--- src/decode_timing_consts.vh ---
`ifndef DECODE_TIMING_CONSTS_VH
`define DECODE_TIMING_CONSTS_VH

// ****************************************************************
// instruction word fields
// ****************************************************************
`define OPC_HI          15
`define OPC_LO          8
`define ALT_BIT         7
`define ROW_HI          7
`define ROW_LO          4
`define COL_HI          3
`define COL_LO          0

// ****************************************************************
// opcode rows and columns used by the decoder
// ****************************************************************
`define ROW_MISC        4'h0
`define ROW_SHIFT_ALU   4'h1
`define ROW_BRANCH      4'h4
`define ROW_MOVE_BIT    4'h6
`define ROW_BIT         4'h7
`define ROW_IMM_FIRST   4'h8
`define ROW_IMM_LAST    4'hE
`define ROW_MOVE_IMM    4'hF
`define COL_NOP         4'h0
`define COL_SLEEP       4'h1
`define COL_ORC         4'h4
`define COL_CONDITION_CODE_AND_OP        4'h6
`define COL_MOVE_A      4'hC
`define COL_MOVE_B      4'hD
`define COL_HALF        4'h8
`define COL_BITMEM      4'hC

// ****************************************************************
// operation classes
// ****************************************************************
`define CLS_W           4
`define CLS_NOP         4'h0
`define CLS_SLEEP       4'h1
`define CLS_CCR         4'h2
`define CLS_ALU         4'h3
`define CLS_ALU_IMM     4'h4
`define CLS_MOVE        4'h5
`define CLS_BRANCH      4'h6
`define CLS_BIT_REG     4'h7
`define CLS_BIT_MEM     4'h8
`define CLS_OTHER       4'h9

// ****************************************************************
// cycle counts per class
// ****************************************************************
`define CNT_W           4
`define CNT_ZERO        4'h0
`define CNT_ONE         4'h1
`define CNT_TWO         4'h2

// ****************************************************************
// state cost of each cycle type
// ****************************************************************
`define COST_W          8
`define COST_MEM        8'h02
`define COST_INTERNAL   8'h01
`define COST_PERIPH_FAST 8'h02
`define COST_PERIPH_SLOW 8'h03
`define STATES_W        8

`endif

--- src/cycle_count_rom.v ---
`timescale 1ns/1ps
`default_nettype none

`include "decode_timing_consts.vh"

// per-class cycle counts, registered so the table behaves like a rom
module cycle_count_rom (
	input  wire                 mclk_i,
	input  wire                 rst_i,
	input  wire [`CLS_W-1:0]    cls_i,
	output reg  [`CNT_W-1:0]    fetch_o,
	output reg  [`CNT_W-1:0]    braddr_o,
	output reg  [`CNT_W-1:0]    stack_o,
	output reg  [`CNT_W-1:0]    byte_o,
	output reg  [`CNT_W-1:0]    word_o,
	output reg  [`CNT_W-1:0]    internal_o,
	output reg                  known_o
);

	// ****************************************************************
	// table read, one cycle latency
	// ****************************************************************
	always @(posedge mclk_i or posedge rst_i) begin
		if (rst_i) begin
			fetch_o    <= `CNT_ZERO;
			braddr_o   <= `CNT_ZERO;
			stack_o    <= `CNT_ZERO;
			byte_o     <= `CNT_ZERO;
			word_o     <= `CNT_ZERO;
			internal_o <= `CNT_ZERO;
			known_o    <= 1'b0;
		end else begin
			// defaults: one fetch, nothing else
			fetch_o    <= `CNT_ONE;
			braddr_o   <= `CNT_ZERO;
			stack_o    <= `CNT_ZERO;
			byte_o     <= `CNT_ZERO;
			word_o     <= `CNT_ZERO;
			internal_o <= `CNT_ZERO;
			known_o    <= 1'b1;
			case (cls_i)
				`CLS_NOP, `CLS_SLEEP, `CLS_CCR,
				`CLS_ALU, `CLS_ALU_IMM, `CLS_BIT_REG: begin
					fetch_o <= `CNT_ONE; // [RULE_07]
				end
				`CLS_BRANCH: begin
					fetch_o <= `CNT_TWO; // [RULE_07]
				end
				`CLS_BIT_MEM: begin
					fetch_o <= `CNT_TWO; // [RULE_07]
					byte_o  <= `CNT_ONE; // [RULE_07]
				end
				default: begin
					// counts need the second word; flagged unknown
					known_o <= 1'b0;
				end
			endcase
		end
	end

endmodule

`default_nettype wire

--- src/opcode_timing_decode.v ---
// What this block does
// RULE_01: first byte, bits 15..8, selects operation
// RULE_02: bit 7 picks alternate set in shared rows
// RULE_03: push/pop decode exactly as moves
// RULE_04: states are sum of count times cost
// RULE_05: memory cycles cost two, internal one
// RULE_06: peripheral byte access costs two or three
// RULE_07: alu one fetch, bitmem 2+1, branch two
// RULE_08: branch row by low nibble; nop, sleep
`timescale 1ns/1ps
`default_nettype none

`include "decode_timing_consts.vh"

module opcode_timing_decode (
	input  wire                   mclk_i,
	input  wire                   rst_i,
	input  wire                   instr_valid_i,
	input  wire [15:0]            instr_word_i,
	input  wire                   byte_periph_i,
	input  wire                   periph_slow_i,
	output reg                    decode_valid_o,
	output reg  [`CLS_W-1:0]      op_class_o,
	output reg  [7:0]             opcode_o,
	output reg                    alt_set_o,
	output reg  [3:0]             branch_cond_o,
	output reg                    counts_known_o,
	output reg  [`STATES_W-1:0]   exec_states_o
);

	// ****************************************************************
	// decode helpers
	// ****************************************************************

	// class of an opcode byte; alternate bit only matters in bit rows
	function [`CLS_W-1:0] classify;
		input [7:0] opc;
		reg   [3:0] row;
		reg   [3:0] col;
		begin
			row = opc[`ROW_HI:`ROW_LO];
			col = opc[`COL_HI:`COL_LO];
			classify = `CLS_OTHER;
			case (row)
				`ROW_MISC: begin
					if (col == `COL_NOP)
						classify = `CLS_NOP; // [RULE_08]
					else if (col == `COL_SLEEP)
						classify = `CLS_SLEEP; // [RULE_08]
					else if (col >= `COL_ORC && col <= `COL_CONDITION_CODE_AND_OP)
						classify = `CLS_CCR;
					else if (col == `COL_MOVE_A || col == `COL_MOVE_B)
						classify = `CLS_MOVE;
					else if (col >= `COL_HALF)
						classify = `CLS_ALU;
					else
						classify = `CLS_OTHER;
				end
				`ROW_SHIFT_ALU: classify = `CLS_ALU;
				`ROW_BRANCH:    classify = `CLS_BRANCH; // [RULE_08]
				`ROW_MOVE_BIT: begin
					// push/pop share these codes, so no class of their own
					if (col >= `COL_HALF)
						classify = `CLS_MOVE; // [RULE_03]
					else
						classify = `CLS_OTHER;
				end
				`ROW_BIT: begin
					if (col >= `COL_BITMEM)
						classify = `CLS_BIT_MEM;
					else if (col < `COL_HALF)
						classify = `CLS_BIT_REG;
					else
						classify = `CLS_OTHER;
				end
				`ROW_MOVE_IMM: classify = `CLS_MOVE; // [RULE_03]
				default: begin
					if (row >= `ROW_IMM_FIRST && row <= `ROW_IMM_LAST)
						classify = `CLS_ALU_IMM;
					else
						classify = `CLS_OTHER;
				end
			endcase
		end
	endfunction

	// rows where the second byte's top bit picks between two sets
	function shared_row;
		input [7:0] opc;
		begin
			shared_row = (opc[`ROW_HI:`ROW_LO] == `ROW_MOVE_BIT) ||
				(opc[`ROW_HI:`ROW_LO] == `ROW_BIT);
		end
	endfunction

	// count weighted by state cost
	function [`STATES_W-1:0] weigh;
		input [`CNT_W-1:0]  cnt;
		input [`COST_W-1:0] cost;
		begin
			weigh = {{(`STATES_W-`CNT_W){1'b0}}, cnt} * cost;
		end
	endfunction

	// ****************************************************************
	// stage 1: decode
	// ****************************************************************
	wire [7:0]          opc_byte;  // first instruction byte
	wire [`CLS_W-1:0]   next_cls;  // class of the incoming word
	reg                 s1_valid;  // stage 1 holds a word
	reg  [`CLS_W-1:0]   s1_cls;    // stage 1 class
	reg  [7:0]          s1_opc;    // stage 1 opcode byte
	reg                 s1_alt;    // stage 1 alternate set select
	reg                 s1_periph; // byte access goes to a peripheral
	reg                 s1_slow;   // addressed peripheral is slow

	assign opc_byte = instr_word_i[`OPC_HI:`OPC_LO]; // [RULE_01]
	assign next_cls = classify(opc_byte);            // [RULE_01]

	// capture decode with the access target sampled alongside
	always @(posedge mclk_i or posedge rst_i) begin
		if (rst_i) begin
			s1_valid  <= 1'b0;
			s1_cls    <= `CLS_NOP;
			s1_opc    <= 8'h00;
			s1_alt    <= 1'b0;
			s1_periph <= 1'b0;
			s1_slow   <= 1'b0;
		end else begin
			s1_valid <= instr_valid_i;
			if (instr_valid_i) begin
				s1_cls    <= next_cls;
				s1_opc    <= opc_byte;
				// only shared rows carry an alternate set
				s1_alt    <= shared_row(opc_byte) &
					instr_word_i[`ALT_BIT]; // [RULE_02]
				s1_periph <= byte_periph_i;
				s1_slow   <= periph_slow_i;
			end
		end
	end

	// ****************************************************************
	// cycle count table
	// ****************************************************************
	wire [`CNT_W-1:0] cnt_fetch;  // instruction fetch cycles
	wire [`CNT_W-1:0] cnt_braddr; // branch address read cycles
	wire [`CNT_W-1:0] cnt_stack;  // stack operation cycles
	wire [`CNT_W-1:0] cnt_byte;   // byte data access cycles
	wire [`CNT_W-1:0] cnt_word;   // word data access cycles
	wire [`CNT_W-1:0] cnt_int;    // internal operation cycles
	wire              cnt_known;  // counts fully known from first word

	// table is read in the same cycle as stage 1 is written
	cycle_count_rom u_rom (
		.mclk_i     (mclk_i),
		.rst_i      (rst_i),
		.cls_i      (next_cls),
		.fetch_o    (cnt_fetch),
		.braddr_o   (cnt_braddr),
		.stack_o    (cnt_stack),
		.byte_o     (cnt_byte),
		.word_o     (cnt_word),
		.internal_o (cnt_int),
		.known_o    (cnt_known)
	);

	// ****************************************************************
	// stage 2: weigh and sum
	// ****************************************************************
	reg [`COST_W-1:0]   byte_cost;   // cost of one byte access
	reg [`STATES_W-1:0] next_states; // weighted total

	// byte cost depends on the target; all else is fixed
	always @* begin
		if (s1_periph) begin
			if (s1_slow)
				byte_cost = `COST_PERIPH_SLOW; // [RULE_06]
			else
				byte_cost = `COST_PERIPH_FAST; // [RULE_06]
		end else begin
			byte_cost = `COST_MEM; // [RULE_05]
		end
		// sum can not overflow: counts here stay tiny
		next_states = weigh(cnt_fetch, `COST_MEM) +
			weigh(cnt_braddr, `COST_MEM) +
			weigh(cnt_stack, `COST_MEM) +
			weigh(cnt_byte, byte_cost) +
			weigh(cnt_word, `COST_MEM) +
			weigh(cnt_int, `COST_INTERNAL); // [RULE_04] [RULE_05]
	end

	// register every output; a bubble keeps the last result
	always @(posedge mclk_i or posedge rst_i) begin
		if (rst_i) begin
			decode_valid_o <= 1'b0;
			op_class_o     <= `CLS_NOP;
			opcode_o       <= 8'h00;
			alt_set_o      <= 1'b0;
			branch_cond_o  <= 4'h0;
			counts_known_o <= 1'b0;
			exec_states_o  <= {`STATES_W{1'b0}};
		end else begin
			decode_valid_o <= s1_valid;
			if (s1_valid) begin
				op_class_o     <= s1_cls;
				opcode_o       <= s1_opc;
				alt_set_o      <= s1_alt; // [RULE_02]
				// condition comes straight from the low nibble
				if (s1_cls == `CLS_BRANCH)
					branch_cond_o <= s1_opc[`COL_HI:`COL_LO]; // [RULE_08]
				else
					branch_cond_o <= 4'h0;
				counts_known_o <= cnt_known;
				exec_states_o  <= next_states; // [RULE_04]
			end
		end
	end

endmodule

`default_nettype wire

--- config.mk ---
export PLATFORM = sky130hd
export DESIGN_NAME = opcode_timing_decode
export DESIGN_NICKNAME = d
export VERILOG_FILES = /design/src/cycle_count_rom.v /design/src/opcode_timing_decode.v
export VERILOG_INCLUDE_DIRS = /design/src
export SDC_FILE = /design/constraint.sdc
export NUM_CORES = 1
export LEC_CHECK = 0
export BUFFER_PORTS_ARGS = -buffer_cell sky130_fd_sc_hd__buf_2
export CORE_MARGIN = 2
export CORE_UTILIZATION = 25
export CTS_CLUSTER_DIAMETER = 120
export DETAILED_ROUTE_END_ITERATION = 6
export GPL_ROUTABILITY_DRIVEN = 0
export HOLD_SLACK_MARGIN = 0.02
export MAX_ROUTING_LAYER = met4
export PLACE_DENSITY = 0.46
export SYNTH_ARGS = -nofsm -noshare
export SYNTH_HDL_FRONTEND = slang
export SYNTH_SLANG_ARGS = --single-unit
--- constraint.sdc ---
create_clock -name mclk_i -period 2.9 [get_ports mclk_i]
set_input_delay 0.145 -clock mclk_i [delete_from_list [all_inputs] [get_ports mclk_i]]
set_output_delay 0.145 -clock mclk_i [all_outputs]
set_load 0.01 [all_outputs]
### After elaboration in Yosys (flattened, before gate mapping)

Index checks and enable logic that the tools add are counted.

* register bits after elaboration: 47
* word-level logic and storage cells: 67
* input port bits: 21

* equality and inequality tests: 16
* $lt $le $gt $ge: 7
* multipliers: 1
* bitwise gates (word level): 1
* add/subtract/negate cells: 1
* reduce and logical (&&, ||, !) cells: 9
* multiplexer cells: 16

Operators with widths (number)
* $mux W4: 10
* $eq A4 B3 Y1 const B: 7
* $pmux W4 S6: 1
* $eq A4 B4 Y1 const B: 4
* $eq A4 B1 Y1 const B: 3
* $ge A4 B4 Y1 const B: 3
* $logic_not A4 Y1: 3
* $add A3 B8 Y8: 1
* $eq A4 B2 Y1 const B: 2
* $mul A1 B8 Y8: 1
* $mux W8: 1
* $reduce_or A8 Y1: 1
* $ge A4 B3 Y1 const B: 1
* $le A4 B3 Y1 const B: 1
* $le A4 B4 Y1 const B: 1
* $lt A4 B4 Y1 const B: 1
* $mux W1: 3
* $logic_and A1 B1 Y1: 2
* $logic_or A1 B1 Y1: 2
* $mux W2: 1
* $reduce_or A2 Y1: 1
* $and A1 B1 Y1: 1

### Logic depth before layout (Yosys ltp)

Gate-level depths: netlist (run 1).

* depth in word-level cells: 10
* depth in mapped cells: 5
* depth with buffers taken out: 4

### Hierarchy

A second synthesis (run 1) with hierarchy kept.

* cells, all modules: 257
* area, all modules: 2924.1 um2

By module, submodules not included
* opcode_timing_decode: seq. area each 1076.0 um2, area an instance 2598.7 um2, cells an instance 221, instances 1
* cycle_count_rom: seq. area each 100.1 um2, area an instance 325.3 um2, cells an instance 36, instances 1

### Least setup slack after synthesis (run 1)

No wires, ideal clock.

* kind: register -> register
* from: register s1_valid
* to: register alt_set_o
* stages on the path, launching flop included: 4
* required time: 2.775 ns
* arrival time: 1.088 ns
* buffers on the path: 2
* slack: 1.687 ns
* period minus slack after synthesis: 1.213 ns
* cell sequence: dfrtp_1 -> clkbuf_1 -> buf_2 -> mux2_2

RTL lines
* start: declaration: line opcode_timing_decode.v:110 `reg s1_valid;`
* start signal: assignment: line opcode_timing_decode.v:130 `s1_valid <= instr_valid_i;`
* end signal: assignment: line opcode_timing_decode.v:208 `alt_set_o <= s1_alt;`
* end: declaration: line opcode_timing_decode.v:25 `output reg alt_set_o,`

No word-level cell between the ends.

==> flow_metrics.tcl, run 1 <==
set metrics [dict create \
    leakage_nw 1.04 \
    drt_pass1_iterations 4 \
    cp_slowest_cell "nor4b_2" \
    numCtsBuffers 5 \
    fin_util 0.302 \
    crit_family "simple AND/OR/NAND/NOR gates" \
    final.setup_skew_ns 0.00614 \
    synthCells 159 \
    post_cts_resized 0 \
    die_h_um 92.2 \
    holdWs_ns 0.0834 \
    drc 0 \
    syn2layout_area_growth_pct 18.7 \
    clk_latency_ns 0.29 \
    vdd_ir_drop_max_uv 275 \
    synth_top_area_share 0.553 \
    synthTopCellsByArea "dfrtp_1 (55%), mux2_2 (15%), o21ai_0 (2.6%), inv_1 (2.3%), buf_4 (1.9%)" \
    max_clock_freq_ghz 0.691 \
    ys_seq_area_frac 0.553 \
    path_clk_slew_ns 0.08 \
    fin_cells 297 \
    wire_per_inst_um 13.0 \
    slowest_delay_ns 0.43 \
    rsz0062_at_grt "no" \
    clockBufferDepth 2 \
    die_w_um 92.2 \
    grt_max_degree 26 \
    synth-edff-count 0 \
    ys_ff_latch 43 \
    final_cell_mix "dfrtp_1 (43), buf_2 (36), mux2_2 (26)" \
    cts_root_buf "clkbuf_8" \
    portBuffers 36 \
    final_max_slew_viol_count 0 \
    synth.avg_cell_area_sq_um 12.2 \
    vias 1281 \
    die_area_sq_mm 0.00850 \
    hpwl_um 2760 \
    worst_ep_arrival_time_ns 1.66 \
    grt_pass1_vias 1336 \
    hold_class "in2reg" \
    place_ws_ns 1.43 \
    antenna_found_initial 0 \
    worst_pin_slew_ns 0.748 \
    yosys_most_used_dff "dfrtp_1" \
    nFillCells 806 \
    final_nets 218 \
    ant_nets 0 \
    finalHoldViolCount 0 \
    drive_gt1_frac 0.390 \
    via_per_inst 4.31 \
    run_status "completed" \
    yosysWarnings 0 \
    diodes 0 \
    setup_ws_ns 1.45 \
    final_common_cell "dfrtp_1" \
    power.density_mw_per_mm2 571 \
    dpl.cell_count 289 \
    async_flop_share 1.00 \
    row_count 32 \
    synth_cell_type_count 41 \
    finalSetupViolCount 0 \
    startpoint_type "flip-flop" \
    max_cap_violations 0 \
    first_iter_violations 28 \
    wl_um 3870 \
    cts_tree "built" \
    cts_htree_levels 2 \
    period_needed_ns 1.45 \
    path_max_fanout 25 \
    start_util 0.254 \
    gr-usage-all-layers 0.104 \
    overflow 0 \
    post-route-period-util 0.499 \
    core_area_sq_mm 0.00765 \
    required_ns 3.11 \
    cp_common_cell "nand2_1" \
    synth_top_area_cell "dfrtp_1" \
    worst_slew_margin_rel 0.498 \
    critPathKind "reg2reg" \
    path_cells "buf_4 > nand2_1 > nor4b_2 > nand2_1 > o21ai_0" \
    worst-path-buf-inv 1 \
    post_cts_buffers 0 \
    grt_pass1_wl_um 6710 \
    io_pins 48 \
    tns_ns 0 \
    endpoint_kind "flip-flop" \
    cts.sinks 43 \
    synth_area_sq_mm 0.00194 \
]
==> power by group <==
part	switching, W	internal (W)
logic	0.000101	0.0000901
registers	0.0000275	0.000654
clock network	0.000193	0.000252
total	0.000322	0.000997
==> final timing paths <==
kind,start,endpoint,slack [ns],depth (start not counted)
hold reg to reg,u_rom.known_o$_DFF_PP0_,counts_known_o$_DFFE_PP0P_,0.49,1
setup reg to reg,s1_valid$_DFF_PP0_,branch_cond_o[3]$_DFFE_PP0P_,1.45,5
hold / removal,byte_periph_i,s1_periph$_DFFE_PP0P_,0.08,2
setup / recovery,s1_valid$_DFF_PP0_,branch_cond_o[3]$_DFFE_PP0P_,1.45,5
max in group asynchronous,rst_i,s1_valid$_DFF_PP0_,1.74,4
min in group asynchronous,rst_i,opcode_o[5]$_DFFE_PP0P_,0.44,3
==> cells in the mapped netlist (all sizes together), types with 2 or more instances <==
| cell | instances |
|---|---|
| inv | 12 |
| nand4 | 2 |
| buf | 12 |
| dfrtp | 43 |
| o211ai | 3 |
| o21a | 2 |
| and2b | 2 |
| nor2b | 3 |
| nor4b | 2 |
| a21boi | 2 |
| a21oi | 2 |
| o21ai | 12 |
| nand2b | 2 |
| mux2 | 27 |
| nor2 | 6 |
| nand2 | 7 |
| ha | 2 |
==> routing by layer <==
metal  vias up  track usage  routed length [um]
met5         -            -                   0
met4         0       0.0373                  55
met3         6       0.0263                 163
met2        29        0.151                1670
met1       623        0.141                1990
li1        623            -                   -
==> through the flow <==
step / total power (W) / instance area (sq um)
after CTS: 0.00134 / 2310
after global routing: 0.00140 / 2310
after global placement: 0.000887 / 2200
after detailed placement: 0.000890 / 2200
after floorplan: 0.000820 / 1960
final: 0.00132 / 2310
==> logic make-up after synthesis <==
family	synth area share
DFF	0.553
other	0.00193
buffers and inverters	0.0656
and+or+nand+nor	0.0959
adders and majority gates	0.0129
muxes	0.158
AOI/OAI and AO/OA	0.112
==> area by class of cell <==
| cell class | count | area (sq um) | area share |
|---|---|---|---|
| Clock inverter | 1 | 30.0 | 0.0130 |
| Multi-Input combinational cell | 94 | 752 | 0.326 |
| Inverter | 12 | 45.0 | 0.0195 |
| Clock buffer | 6 | 72.6 | 0.0314 |
| Timing Repair Buffer | 39 | 205 | 0.0889 |
| Sequential cell | 43 | 1080 | 0.466 |
| Tap cell | 102 | 128 | 0.0553 |
==> timing repair <==
action / in CTS / in global routing
endpoints found under the setup margin: 0 / 0
hold buffers: 1 / 0
endpoints found under the hold margin: 18 / 0
==> flip-flops by register name (all words and copies together), names as in the netlist, 2 cells and up <==
signal	cells
s1_cls	4
branch_cond_o	4
s1_opc	8
opcode_o	8
op_class_o	4
u_rom.fetch_o	2
exec_states_o	4
No activity file was read; power rests on OpenSTA's default activity.
==> inputs of run 2 (changes only) <==
Settings changed: ABC_AREA set to 1.
Clock period 2.9 ns to 1.5 ns, I/O delays scaled along.
==> run 2 against run 1 <==
Synthesized cell count grew 36%. Clock power grew 92%. Hold slack lost 0.021 ns. Critical endpoint is now exec_states_o[2]$_DFFE_PP0P_. Critical path type unchanged. Synthesized area shrank 1.5%. Design area grew 1.0%. Total power grew 97%. First-iteration DRC count grew 110%. Register-to-register slack lost 1.1 ns. Flip-flop and latch count is the same.
==> flow_metrics.tcl, run 2 <==
set metrics [dict create \
    numCtsBuffers 5 \
    portBuffers 36 \
    period_needed_ns 1.19 \
    critPathKind "reg2reg" \
    wl_um 3760 \
    synth_area_sq_mm 0.00191 \
    nFillCells 775 \
    finalHoldViolCount 0 \
    row_count 31 \
    timing.rr.start "u_rom.byte_o[0]$_DFF_PP0_" \
    die_h_um 91.5 \
    path_max_fanout 2 \
    wire_per_inst_um 10.6 \
    synthTopCellsByArea "dfrtp_1 (56%), inv_1 (7.1%), nand2_1 (6.5%), nor2_1 (5.5%), a21oi_1 (4.4%)" \
    post-route-period-util 0.796 \
    endpoint_kind "flip-flop" \
    cts_hold_buf 3 \
    grt_max_degree 44 \
    syn2layout_area_growth_pct 21.8 \
    final_common_cell "dfrtp_1" \
    stdcell_area_sq_mm 0.00233 \
    post_cts_buffers 0 \
    ys_seq_area_frac 0.562 \
    post_cts_resized 0 \
    clockBufferDepth 2 \
    worst_pin_slew_ns 0.543 \
    yosys_most_used_dff "dfrtp_1" \
    ys_top_cells_by_count "dfrtp_1 (43), inv_1 (36), nand2_1 (33)" \
    drive_gt1_frac 0.237 \
    clk_latency_ns 0.29 \
    worst_slew_margin_rel 0.638 \
    placed_area_sq_mm 0.00220 \
    synth.avg_cell_area_sq_um 8.82 \
    power.density_mw_per_mm2 1110 \
    diodes 0 \
    final_max_slew_viol_count 0 \
    synth_top_area_cell "dfrtp_1" \
    gr-usage-all-layers 0.102 \
    hp-start "instr_word_i[12]" \
    tns_ns 0 \
    hold_end "s1_opc[4]$_DFFE_PP0P_" \
    run_status "completed" \
    first_iter_violations 59 \
    required_ns 1.68 \
    ff2ff_setup_slack_ns 0.31 \
    yosysMostFrequentCell "dfrtp_1" \
    overflow 0 \
    start_util 0.261 \
    io_pins 48 \
    max_clock_freq_ghz 0.837 \
    multi_input_area_sq_um 649 \
    max_cap_violations 0 \
    hold_class "in2reg" \
    seq_area_sq_mm 0.00108 \
    antenna_found_initial 0 \
    startpoint_type "flip-flop" \
    reg2regPathDepth 3 \
    final.setup_skew_ns 0.00562 \
    rsz0062_at_grt "no" \
    final_cell_mix "dfrtp_1 (43), inv_1 (36), buf_2 (36)" \
    ys_ff_latch 43 \
    vdd_ir_drop_max_uv 311 \
    vias 1447 \
    core_area_sq_mm 0.00733 \
    async_flop_share 1.00 \
    die_area_sq_mm 0.00837 \
    grt_pass1_vias 1439 \
    leakage_nw 1.19 \
    drc 0 \
    holdWs_ns 0.0625 \
    final_nets 280 \
    synthCells 217 \
    hpwl_um 2780 \
    synth_top_area_share 0.562 \
    finalSetupViolCount 0 \
    die_w_um 91.5 \
    path_clk_slew_ns 0.08 \
    synth-edff-count 0 \
    reg_top3 "opcode_o: 8 flops, s1_opc: 8 flops" \
    cts_tree "built" \
    hold_path_depth 3 \
    drt_pass1_iterations 4 \
    cts_htree_levels 2 \
    via_per_inst 4.06 \
    synth_cell_type_count 22 \
    cts_root_buf "clkbuf_8" \
    reg2reg_to "exec_states_o[2]$_DFFE_PP0P_" \
    ant_nets 0 \
    cts.sinks 43 \
    yosysWarnings 0 \
    grt_pass1_wl_um 6710 \
    worst_ep_arrival_time_ns 1.37 \
]
-- run 2: cell types whose count changed after synthesis, sizes merged, moves of 3 or more --
| cell | previous run | this run |
|---|---|---|
| a21oi | 2 | 17 |
| buf | 12 | 6 |
| clkbuf | 1 | 5 |
| inv | 12 | 38 |
| mux2 | 27 | 7 |
| nand2 | 7 | 34 |
| nand3 | 1 | 6 |
| nor2 | 6 | 33 |
| nor2b | 3 | 0 |
| o211ai | 3 | 0 |
| o21ai | 12 | 18 |
| o22ai | 1 | 5 |
-- run 2: cell type report --
type                       count  share of cell area
clock buffer                   6              0.0311
clock inverter                 1              0.0129
inverter                      38              0.0612
multi-input combinational    128               0.278
sequential                    43               0.461
tap                           99              0.0531
timing repair buffer          41               0.102
-- run 2: how the worst max path moves through the flow --
stage          slack [ns]                      endpoint                       from
3_3_place_gp         0.30  exec_states_o[2]$_DFFE_PP0P_  u_rom.byte_o[0]$_DFF_PP0_
2_1_floorplan        0.35  exec_states_o[2]$_DFFE_PP0P_  u_rom.byte_o[0]$_DFF_PP0_
4_1_cts              0.29  exec_states_o[2]$_DFFE_PP0P_  u_rom.byte_o[0]$_DFF_PP0_
5_1_grt              0.25  exec_states_o[2]$_DFFE_PP0P_  u_rom.byte_o[0]$_DFF_PP0_
3_5_place_dp         0.30  exec_states_o[2]$_DFFE_PP0P_  u_rom.byte_o[0]$_DFF_PP0_
6_report             0.31  exec_states_o[2]$_DFFE_PP0P_  u_rom.byte_o[0]$_DFF_PP0_
-- run 2: worst max-delay path, stage by stage, from the launching register on --
cell and delay [ns]:
dfrtp_1 0.39, ha_1 0.18, ha_1 0.26, mux2_2 0.26
-- run 2: cells by family after synthesis --
group / synth area share
AOI/OAI and AO/OA: 0.108
adders and majority gates: 0.0131
buffers and inverters: 0.105
DFF: 0.562
muxes: 0.0412
other: 0.00196
and+or+nand+nor: 0.169
-- run 2: layer usage --
layer	vias to the layer above	part of all wire	global-route usage
met2	23	0.48	0.165
met5	-	0	-
met3	7	0.044	0.0232
li1	752	-	-
met1	665	0.46	0.122
met4	0	0.023	0.0455
-- run 2: where the power goes --
group | switching, W | total, W | internal (W)
Clock | 0.000370 | 0.000858 | 0.000488
Sequential | 0.0000562 | 0.00134 | 0.00128
Combinational | 0.000239 | 0.000402 | 0.000163
Total | 0.000665 | 0.00260 | 0.00193
-- run 2: stage by stage --
| stage | utilization | instances | total power [W] | setup slack [ns] |
|---|---|---|---|---|
| 5_1_grt | 0.318 | 356 | 0.00277 | 0.248 |
| 2_1_floorplan | - | 220 | 0.00161 | 0.345 |
| 3_5_place_dp | 0.300 | 346 | 0.00177 | 0.299 |
| 6_report | 0.318 | 356 | 0.00260 | 0.305 |
| 4_1_cts | 0.318 | 356 | 0.00266 | 0.288 |
| 3_3_place_gp | 0.300 | 346 | 0.00176 | 0.303 |
==> inputs of run 3 (changes only) <==
Settings changed: ABC_AREA 1 to 0, PLACE_DENSITY 0.46 to 0.47.
Clock period 1.5 ns to 1 ns, I/O delays scaled along.
==> run 3 against run 2 <==
The flow now finishes with violations (setup timing). Design area rose by 14%. Sequential power rose by 49%. Non-clock buffer count increased by 26. Flip-flop and latch count is the same. Sequential share of layout area is 5.7 points lower. Combinational power rose by 84%. Via count is 4.0% lower. Critical endpoint unchanged. Highest routed layer unchanged.
==> flow_metrics.tcl, run 3 (same netlist as run 1, synthesis figures left out) <==
set metrics [dict create \
    hpwl_um 3000 \
    violations "setup timing" \
    path_clk_slew_ns 0.08 \
    leakage_nw 1.24 \
    syn2layout_area_growth_pct 36.9 \
    via_per_inst 4.27 \
    final_nets 246 \
    setup_ws_ns -0.155 \
    fin_cells 325 \
    holdWs_ns 0.0323 \
    die_h_um 92.2 \
    die_w_um 92.2 \
    tns_ns -1.28 \
    cts_htree_levels 2 \
    start_util 0.254 \
    rsz0062_at_grt "yes" \
    reg_top3 "opcode_o: 8 flops, s1_opc: 8 flops" \
    worst_ep_arrival_time_ns 1.34 \
    row_count 32 \
    core_area_sq_mm 0.00765 \
    hold_class "in2reg" \
    required_ns 1.18 \
    dpl.cell_count 310 \
    startpoint_type "flip-flop" \
    clockBufferDepth 2 \
    drt_pass1_iterations 4 \
    clk_latency_ns 0.29 \
    drc 0 \
    numCtsBuffers 5 \
    final.setup_skew_ns 0.00469 \
    endpoint_kind "flip-flop" \
    grt_pass1_vias 1436 \
    diodes 0 \
    max_cap_violations 0 \
    vias 1389 \
    stdcell_area_sq_mm 0.00266 \
    antenna_found_initial 0 \
    wire_per_inst_um 13.6 \
    grt_pass1_wl_um 7450 \
    portBuffers 36 \
    cts_tree "built" \
    drive_gt1_frac 0.489 \
    power.density_mw_per_mm2 1450 \
    overflow 0 \
    io_pins 48 \
    final_cell_mix "dfrtp_1 (42), buf_2 (36), buf_4 (23)" \
    final_max_slew_viol_count 0 \
    critPathKind "reg2reg" \
    post-route-period-util 1.16 \
    period_needed_ns 1.16 \
    run_status "complete, but fails checks" \
    cts_root_buf "clkbuf_8" \
    max_clock_freq_ghz 0.866 \
    gr-usage-all-layers 0.115 \
    die_area_sq_mm 0.00850 \
    first_iter_violations 61 \
    path_max_fanout 2 \
    vdd_ir_drop_max_uv 777 \
    ant_nets 0 \
    grt_max_degree 44 \
    fin_util 0.348 \
    cts.sinks 43 \
    wl_um 4430 \
    finalSetupViolCount 20 \
    finalHoldViolCount 0 \
    final_common_cell "dfrtp_1" \
    placed_area_sq_mm 0.00243 \
]
[run 3: what timing repair did]
| action | 4_1_cts | 5_1_grt |
|---|---|---|
| resized for setup | 7 | 11 |
| hold buffers | 3 | 0 |
| hold endpoints to repair | 45 | 0 |
| cloned | 1 | 0 |
| setup endpoints to repair | 20 | 23 |
| buffers inserted | 3 | 1 |
| pin swaps | 7 | 4 |
[run 3: final timing paths]
kind | endpoint | startpoint | cells past startpoint | slack (ns)
min in group asynchronous | op_class_o[3]$_DFFE_PP0P_ | rst_i | 4 | 0.34
worst min register to register | op_class_o[1]$_DFFE_PP0P_ | op_class_o[1]$_DFFE_PP0P_ | 1 | 0.51
max in group asynchronous | u_rom.byte_o[0]$_DFF_PP0_ | rst_i | 4 | 0.44
worst max register to register | exec_states_o[2]$_DFFE_PP0P_ | u_rom.byte_o[0]$_DFF_PP0_ | 3 | -0.16
worst min-delay path | s1_alt$_DFFE_PP0P_ | instr_word_i[7] | 3 | 0.03
worst max-delay path | exec_states_o[2]$_DFFE_PP0P_ | u_rom.byte_o[0]$_DFF_PP0_ | 3 | -0.16
[run 3: routing by layer]
| layer | vias to the layer above | global-route usage | wire, um |
|---|---|---|---|
| li1 | 686 | - | - |
| met1 | 666 | 0.153 | 2140 |
| met2 | 32 | 0.174 | 2040 |
| met3 | 5 | 0.0296 | 198 |
| met4 | 0 | 0.0336 | 55 |
| met5 | - | - | 0 |
[run 3: layout make-up]
class | instances | area [sq um]
inverters | 12 | 48.8
fillers | 798 | 4980
repair buffers | 67 | 490
multi-input cells | 94 | 831
flip-flops and latches | 43 | 1080
well taps | 102 | 128
clock buffers | 6 | 82.6
clock inverters | 1 | 5.00
[run 3: worst max-delay path: stages (launching register included)]
cell,delay [ns]
dfrtp_1,0.40
ha_2,0.19
ha_4,0.20
mux2_4,0.25
[run 3: stage by stage]
stage | setup WS (ns) | total power (W)
after floorplan | -0.112 | 0.00240
after global placement | -0.181 | 0.00269
after detailed placement | -0.186 | 0.00270
after CTS | -0.154 | 0.00389
after global routing | -0.186 | 0.00408
final | -0.155 | 0.00387
[run 3: where the power goes]
group | switching, W | internal, W
Clock | 0.000593 | 0.000543
Sequential | 0.0000970 | 0.00190
Combinational | 0.000329 | 0.000410
